===== src/cpsp_pkg.sv =====
package cpsp_pkg;

    // Parallel host port widths
    localparam int HOST_ADDR_W = 6;
    localparam int HOST_DATA_W = 8;
    localparam int NUM_REGS    = 64;

    // Serial link widths
    localparam int SLAVE_ID_W  = 7;
    localparam int INDEX_W     = 8;

    // Bit count of a full serial byte
    localparam logic [3:0] BYTE_BITS = 4'h8;

    // Direction bit value that asks for a read
    localparam logic DIR_READ = 1'b1;

    // Register contents after reset
    localparam logic [7:0] REG_RESET = 8'h00;

    // Synchroniser width: scl, sda, select, hold, cs, we, re, addr, data, id
    localparam int SYNC_W = 7 + HOST_ADDR_W + HOST_DATA_W + SLAVE_ID_W;

    // Serial slave states
    typedef enum logic [3:0] {
        ST_IDLE      = 4'h0,
        ST_ADDR      = 4'h1,
        ST_ADDR_ACK  = 4'h2,
        ST_INDEX     = 4'h3,
        ST_INDEX_ACK = 4'h4,
        ST_WDATA     = 4'h5,
        ST_WDATA_ACK = 4'h6,
        ST_RDATA     = 4'h7,
        ST_RDATA_ACK = 4'h8
    } cpsp_state_type;

endpackage


===== src/cpsp_sync.sv =====
`timescale 1ns/1ps
module cpsp_sync #(
    parameter int WIDTH = 8
) (
    // Clock and reset
    input  wire logic             clk,
    input  wire logic             rst,
    // Asynchronous levels in, synchronised levels out
    input  wire logic [WIDTH-1:0] async_in,
    output logic      [WIDTH-1:0] sync_out
);

    typedef struct packed {
        logic [WIDTH-1:0] meta;
        logic [WIDTH-1:0] stable;
    } cpsp_sync_type;

    cpsp_sync_type q_r;
    cpsp_sync_type q_nxt;

    // Two flops; the first one feeds only the second
    always_comb begin
        q_nxt        = q_r;
        q_nxt.meta   = async_in;
        q_nxt.stable = q_r.meta;
    end

    always_ff @(posedge clk) begin
        if (rst) begin
            q_r <= '0;
        end else begin
            q_r <= q_nxt;
        end
    end

    assign sync_out = q_r.stable;

endmodule


===== src/cpsp_config_port.sv =====
`timescale 1ns/1ps
module cpsp_config_port (
    // Clock and reset
    input  wire logic                            CORE_CLK,
    input  wire logic                            RST,
    // Port select and latch hold
    input  wire logic                            PORT_SELECT,
    input  wire logic                            LATCH_HOLD,
    // Serial link
    input  wire logic [cpsp_pkg::SLAVE_ID_W-1:0] SLAVE_ID_STRAPS,
    input  wire logic                            SCL,
    input  wire logic                            SDA_IN,
    output logic                                 SDA_OUT,
    output logic                                 SDA_OE_N,
    // Parallel host port
    input  wire logic [cpsp_pkg::HOST_ADDR_W-1:0] HOST_ADDR,
    input  wire logic [cpsp_pkg::HOST_DATA_W-1:0] HOST_DATA_BUS_IN,
    output logic      [cpsp_pkg::HOST_DATA_W-1:0] HOST_DATA_BUS_OUT,
    output logic                                 HOST_DATA_BUS_OE_N,
    input  wire logic                            CHIP_SELECT_N,
    input  wire logic                            WRITE_STROBE_N,
    input  wire logic                            READ_STROBE_N,
    // Working latches, register k at bits 8k+7..8k
    output logic [cpsp_pkg::NUM_REGS*cpsp_pkg::HOST_DATA_W-1:0] WORKING_LATCHES
);

    typedef logic [cpsp_pkg::NUM_REGS-1:0][cpsp_pkg::HOST_DATA_W-1:0]
        cpsp_bank_type;

    typedef struct packed {
        cpsp_bank_type            regs;
        cpsp_bank_type            latch;
        cpsp_pkg::cpsp_state_type st;
        logic [3:0]               cnt;
        logic [7:0]               sh;
        logic [7:0]               tx;
        logic [cpsp_pkg::INDEX_W-1:0] idx;
        logic                     drive;
        logic                     rw;
        logic                     mack;
        logic                     scl_d;
        logic                     sda_d;
        logic [7:0]               hdata;
    } cpsp_core_type;

    cpsp_core_type q_r;
    cpsp_core_type q_nxt;

    logic [cpsp_pkg::SYNC_W-1:0]      sync_w;
    logic                             scl_s;
    logic                             sda_s;
    logic                             sel_s;
    logic                             hold_s;
    logic                             cs_n_s;
    logic                             we_n_s;
    logic                             re_n_s;
    logic [cpsp_pkg::HOST_ADDR_W-1:0] haddr_s;
    logic [cpsp_pkg::HOST_DATA_W-1:0] hdin_s;
    logic [cpsp_pkg::SLAVE_ID_W-1:0]  id_s;
    logic                             scl_rise;
    logic                             scl_fall;
    logic                             start_det;
    logic                             stop_det;
    logic                             byte_done;
    logic                             host_drive;

    // Every input pin except clock and reset passes two flops before use
    cpsp_sync #(
        .WIDTH (cpsp_pkg::SYNC_W)
    ) u_sync (
        .clk      (CORE_CLK),
        .rst      (RST),
        .async_in ({SCL, SDA_IN, PORT_SELECT, LATCH_HOLD, CHIP_SELECT_N,
                    WRITE_STROBE_N, READ_STROBE_N, HOST_ADDR,
                    HOST_DATA_BUS_IN, SLAVE_ID_STRAPS}),
        .sync_out (sync_w)
    );

    assign {scl_s, sda_s, sel_s, hold_s, cs_n_s, we_n_s, re_n_s, haddr_s,
            hdin_s, id_s} = sync_w;

    // Serial link events seen by the core clock
    assign scl_rise  = scl_s && !q_r.scl_d;
    assign scl_fall  = !scl_s && q_r.scl_d;
    assign start_det = scl_s && q_r.scl_d && q_r.sda_d && !sda_s;
    assign stop_det  = scl_s && q_r.scl_d && !q_r.sda_d && sda_s;
    assign byte_done = (q_r.cnt == cpsp_pkg::BYTE_BITS);

    // Host bus drive window
    assign host_drive = sel_s && !cs_n_s && !re_n_s && we_n_s;

    // Next state of register file, latches and serial slave
    always_comb begin
        q_nxt       = q_r;
        q_nxt.scl_d = scl_s;
        q_nxt.sda_d = sda_s;
        q_nxt.hdata = q_r.regs[haddr_s];
        // Transparent host write while port select high and chip select and write strobe low
        if (sel_s && !cs_n_s && !we_n_s) begin
            q_nxt.regs[haddr_s] = hdin_s;
        end
        if (sel_s) begin
            q_nxt.st    = cpsp_pkg::ST_IDLE;
            q_nxt.drive = 1'b0;
        end else if (start_det) begin
            q_nxt.st    = cpsp_pkg::ST_ADDR;
            q_nxt.cnt   = 4'h0;
            q_nxt.drive = 1'b0;
        end else if (stop_det) begin
            q_nxt.st    = cpsp_pkg::ST_IDLE;
            q_nxt.drive = 1'b0;
        end else if (scl_rise) begin
            // Sample bits while SCL high, msb first
            if (q_r.st == cpsp_pkg::ST_RDATA_ACK) begin
                q_nxt.mack = !sda_s;
            end else if (q_r.st != cpsp_pkg::ST_IDLE && !byte_done) begin
                q_nxt.sh  = {q_r.sh[6:0], sda_s};
                q_nxt.cnt = q_r.cnt + 4'h1;
            end
        end else if (scl_fall) begin
            unique case (q_r.st)
                cpsp_pkg::ST_IDLE: begin
                end
                cpsp_pkg::ST_ADDR: begin
                    if (byte_done) begin
                        if (q_r.sh[7:1] == id_s) begin
                            q_nxt.st    = cpsp_pkg::ST_ADDR_ACK;
                            q_nxt.drive = 1'b1;
                            q_nxt.rw    = q_r.sh[0];
                        end else begin
                            q_nxt.st = cpsp_pkg::ST_IDLE;
                        end
                    end
                end
                cpsp_pkg::ST_ADDR_ACK: begin
                    q_nxt.cnt = 4'h0;
                    if (q_r.rw == cpsp_pkg::DIR_READ) begin
                        q_nxt.st    = cpsp_pkg::ST_RDATA;
                        q_nxt.tx    = q_r.regs[q_r.idx[5:0]];
                        q_nxt.drive = !q_r.regs[q_r.idx[5:0]][7];
                    end else begin
                        q_nxt.st    = cpsp_pkg::ST_INDEX;
                        q_nxt.drive = 1'b0;
                    end
                end
                cpsp_pkg::ST_INDEX: begin
                    if (byte_done) begin
                        q_nxt.idx   = q_r.sh;
                        q_nxt.st    = cpsp_pkg::ST_INDEX_ACK;
                        q_nxt.drive = 1'b1;
                    end
                end
                cpsp_pkg::ST_WDATA: begin
                    if (byte_done) begin
                        q_nxt.regs[q_r.idx[5:0]] = q_r.sh;
                        q_nxt.idx   = q_r.idx + 8'h01;
                        q_nxt.st    = cpsp_pkg::ST_WDATA_ACK;
                        q_nxt.drive = 1'b1;
                    end
                end
                cpsp_pkg::ST_INDEX_ACK, cpsp_pkg::ST_WDATA_ACK: begin
                    q_nxt.st    = cpsp_pkg::ST_WDATA;
                    q_nxt.cnt   = 4'h0;
                    q_nxt.drive = 1'b0;
                end
                cpsp_pkg::ST_RDATA: begin
                    if (byte_done) begin
                        q_nxt.st    = cpsp_pkg::ST_RDATA_ACK;
                        q_nxt.drive = 1'b0;
                    end else begin
                        q_nxt.drive = !q_r.tx[6];
                        q_nxt.tx    = {q_r.tx[6:0], 1'b0};
                    end
                end
                cpsp_pkg::ST_RDATA_ACK: begin
                    if (q_r.mack) begin
                        q_nxt.idx   = q_r.idx + 8'h01;
                        q_nxt.tx    = q_r.regs[q_r.idx[5:0] + 6'h01];
                        q_nxt.drive = !q_r.regs[q_r.idx[5:0] + 6'h01][7];
                        q_nxt.cnt   = 4'h0;
                        q_nxt.st    = cpsp_pkg::ST_RDATA;
                    end else begin
                        q_nxt.st    = cpsp_pkg::ST_IDLE;
                        q_nxt.drive = 1'b0;
                    end
                end
                default: begin
                    q_nxt.st    = cpsp_pkg::ST_IDLE;
                    q_nxt.drive = 1'b0;
                end
            endcase
        end
        // Latches follow registers unless held
        if (!hold_s) begin
            q_nxt.latch = q_nxt.regs;
        end
    end

    always_ff @(posedge CORE_CLK) begin
        if (RST) begin
            q_r <= '0;
        end else begin
            q_r <= q_nxt;
        end
    end

    // Open-drain serial data, tri-state host bus
    assign SDA_OUT            = 1'b0;
    assign SDA_OE_N           = !q_r.drive;
    assign HOST_DATA_BUS_OUT  = q_r.hdata;
    assign HOST_DATA_BUS_OE_N = !host_drive;
    assign WORKING_LATCHES    = q_r.latch;
endmodule


===== config.mk =====
export PLATFORM = sky130hd
export DESIGN_NAME = cpsp_config_port
export DESIGN_NICKNAME = d
export VERILOG_FILES = /design/src/cpsp_pkg.sv /design/src/cpsp_sync.sv /design/src/cpsp_config_port.sv
export SDC_FILE = /design/constraint.sdc
export NUM_CORES = 2
export LEC_CHECK = 0
export BUFFER_PORTS_ARGS = -buffer_cell sky130_fd_sc_hd__buf_2
export CAP_MARGIN = 25
export CORE_MARGIN = 2
export CORE_UTILIZATION = 35
export DETAILED_ROUTE_END_ITERATION = 7
export PLACE_DENSITY_LB_ADDON = 0.25
export SYNTH_ARGS = -nofsm -noshare
export SYNTH_HDL_FRONTEND = slang
export SYNTH_HIERARCHICAL = 1
export SYNTH_SLANG_ARGS = --single-unit

===== constraint.sdc =====
create_clock -name CORE_CLK -period 3 [get_ports CORE_CLK]
set_input_delay 0.3 -clock CORE_CLK [delete_from_list [all_inputs] [get_ports CORE_CLK]]
set_output_delay 0.3 -clock CORE_CLK [all_outputs]
set_load 0.01 [all_outputs]

==> impl_results.md <==
* Status: finished clean
* Largest net degree at the start of global routing at 204
* DRT antenna net count at 0
* Number of synthesized flops with an enable pin at 0
* TritonCTS buffer count at ~130
* Hold Fails Final Rpt at 0
* Sequence of cells on the critical path: buf_4 > inv_1 > buf_12 > nor3_2 > and4_1 > buf_12 > nand2_1 > buf_4 > nor2_1 > a211o_1 > a21oi_1
* Root buffer cell: clkbuf_16
* CTS Sinks at between 1000 and 1500
* Crit path kind: register to register
* Worst rel slew slack at 0.2867
* Critical Path Fanout Max at 19
* First-pass GRT wire length at 466.4 mm
* Yosys warnings at 6
* CTS Buffer Depth at 3
* PD cells at 457.4 mW/mm^2
* Via/cell ratio at roughly 6.3
* Die area at 0.1796 mm^2
* Vias at a little over 60000
* Die Y at 423.8 um
* Vias in the first global route at ~56000
* Total power at approximately 33 mW
* Worst path arrival time at ~3700 ps
* Post-Syn Nets at slightly above 7000
* Worst endpoint required time at around 3700 ps
* Crit-path max cell delay at approximately 540 ps
* Slew @ Worst Pin at approximately 1100 ps
* GR Util All Layers at 0.3665
* Period minus WS final at around 3000 ps
* Global route overflow at 0
* CP Capture Type: register
* RD Place Congestion at roughly 1.1
* Peak VDD IR at approximately 0.5 mV
* Slowest-stage cell, CP: nor3_2
* Fin Setup TNS at 0 ps
* Share of cells above drive strength 1 at 0.2427
* Commonest non-fill, non-tap cell in the layout: dfxtp_1
* WP depth at 11
* Synth Instances at just over 7000
* Seq/Total Area, Yosys at 0.3641
* Most used DFF post-synth: dfxtp_1
* Ports at roughly 550
* Layout area overhead at 17.14%
* Post-CTS setup buffers at 0
* Worst skew pair latency at about 840 ps
* Delay-heaviest family, CP: simple AND/OR/NAND/NOR gates
* Wire per inst at about 35 um
* Core Footprint at 0.1755 mm^2
* Period utilisation layout at 0.9991
* Clock skew at approximately 48 ps
* Die width at ~420 um
* Worst r2r path cells at 11
* Fmax at 333.6 MHz
* Library cells used by synthesis at approximately 80
* CTS tree: done
* Count of pins over their slew limit at 0
* Crit start category: register
* Num rows at 154
* Leak Pwr at ~30 nW
* Hold crit path type: input pin to register
* DRT Wirelength at between 300 and 400 mm
* Initial Utilization at 0.3514
* PortBufs at 551
* Commonest non-fill, non-tap cells in the layout: 1102 x dfxtp_1, 842 x nand2_1, 661 x nor2_1
* Flops & latches, synth at roughly 1100
* Setup Viol. Count Final at 0
* CP Buf/Inv Count at 5
* Mean Syn Cell Area at between 8 and 9 um^2
* Layout Nets at roughly 7400
* Max Cap Viol at 0
* Async S/R FF share, synth at 0
* Mapped Area at 0.06169 mm^2
* RSZ-0062 raised after global routing: true
* H-Tree Depth at 4
* Hold depth at 3
* Detailed Place HPWL at 252.9 mm
* DRC Markers at 0
* Iter 0 DRT Violations at 8919
* Pre-Repair DR Iteration Count at 6
* Reg clk slew, reported paths at ~60 ps
* Initial antenna violation count at 34
## through the flow
| step | utilization | hold slack [ps] | setup WS [ps] | instance area, um^2 | std cells |
|---|---|---|---|---|---|
| after floorplan | - | 413.8 | 281.0 | 61690 | 7164 |
| after global placement | 0.3835 | 420.1 | -130.5 | 67310 | 9519 |
| after detailed placement | 0.3835 | 423.4 | -150.9 | 67310 | 9519 |
| after CTS | 0.4112 | 151.8 | 4.861 | 72180 | 9790 |
| after global routing | 0.4115 | 225.3 | -14.00 | 72240 | 9791 |
| final | 0.4116 | 223.8 | 2.590 | 72260 | 9800 |
## Yosys cell counts (all sizes together) (45+ instances only)
| master | number | area [um^2] |
|---|---|---|
| a21oi | 368 | 1842 |
| nand2 | 844 | 3168 |
| o21ai | 294 | 1471 |
| clkbuf | 553 | 2076 |
| mux4 | 162 | 3649 |
| nand4 | 45 | 281.5 |
| a221oi | 77 | 674.4 |
| a211oi | 323 | 2430 |
| nor2b | 70 | 515.5 |
| o22ai | 152 | 950.9 |
| nor2 | 662 | 2487 |
| dfxtp | 1122 | 22460 |
| a211o | 304 | 2663 |
| mux2 | 87 | 979.7 |
| nand3 | 290 | 1456 |
| a22oi | 281 | 2110 |
| o21a | 83 | 623.1 |
| buf | 674 | 4761 |
| mux2i | 463 | 4634 |
## final timing paths
path | start | to | slack, ps
setup / recovery | q_r[14] | WORKING_LATCHES[26] | 3
setup reg to reg | q_r[14] | WORKING_LATCHES[26] | 3
hold / removal | SLAVE_ID_STRAPS[1] | u_sync/q_nxt[1] | 220
hold reg to reg | u_sync/q_nxt[21] | u_sync/sync_out[21] | 440
## cell type report
type	instances	area, um^2
sequential	1122	22510
fill	17450	103300
antenna	10	25.02
tap	2340	2928
clock buffer	189	3884
inverter	15	60.06
multi-input combinational	4800	32520
timing repair buffer	1271	9663
clock inverter	53	668.1
## where the power goes
group	switching [mW]	internal, mW	leakage [nW]	total (mW)
Clock	7.16	9.76	2.23	16.9
Combinational	0.899	0.268	19.1	1.17
Sequential	0.0360	14.9	9.06	15.0
Total	8.09	25.0	30.3	33.0
## repair_timing
action,in CTS,in global routing
setup endpoints to repair,18,41
hold buffers,29,0
pin swaps,0,1
endpoints found under the hold margin,98,0
gates resized for setup,5,33
## sequential cells by signal, indices dropped and copies added (netlist names)
| signal | flops |
|---|---|
| WORKING_LATCHES | 512 |
| HOST_DATA_BUS_OUT | 8 |
| q_r | 546 |
| u_sync/q_nxt | 28 |
| u_sync/sync_out | 28 |
## cell families after synthesis
logic type	after synthesis	synth area share
muxes	712	0.1502
other	1	0.00006079
buffers and inverters	1242	0.1117
AOI/OAI and AO/OA	2046	0.2295
DFF	1122	0.3641
and+or+nand+nor	2021	0.1410
xor gates and xnor gates	13	0.001968
adders and majority gates	7	0.001420
## worst register-to-register path, cell delays in order, from the launching register on
cell     delay [ps]
dfxtp_4         350
buf_4           280
inv_1           150
buf_12          190
nor3_2          580
and4_1          330
buf_12          200
nand2_1         110
buf_4           200
nor2_1          140
a211o_1         240
a21oi_1         100
## layer usage
metal	track usage	vias up	part of all wire
li1	-	26070	-
met1	0.5303	30900	0.44
met2	0.4988	4123	0.40
met3	0.1086	653	0.12
met4	0.1518	18	0.047
met5	0	-	0.00031
Note: power is estimated with default switching activity, not from simulation.
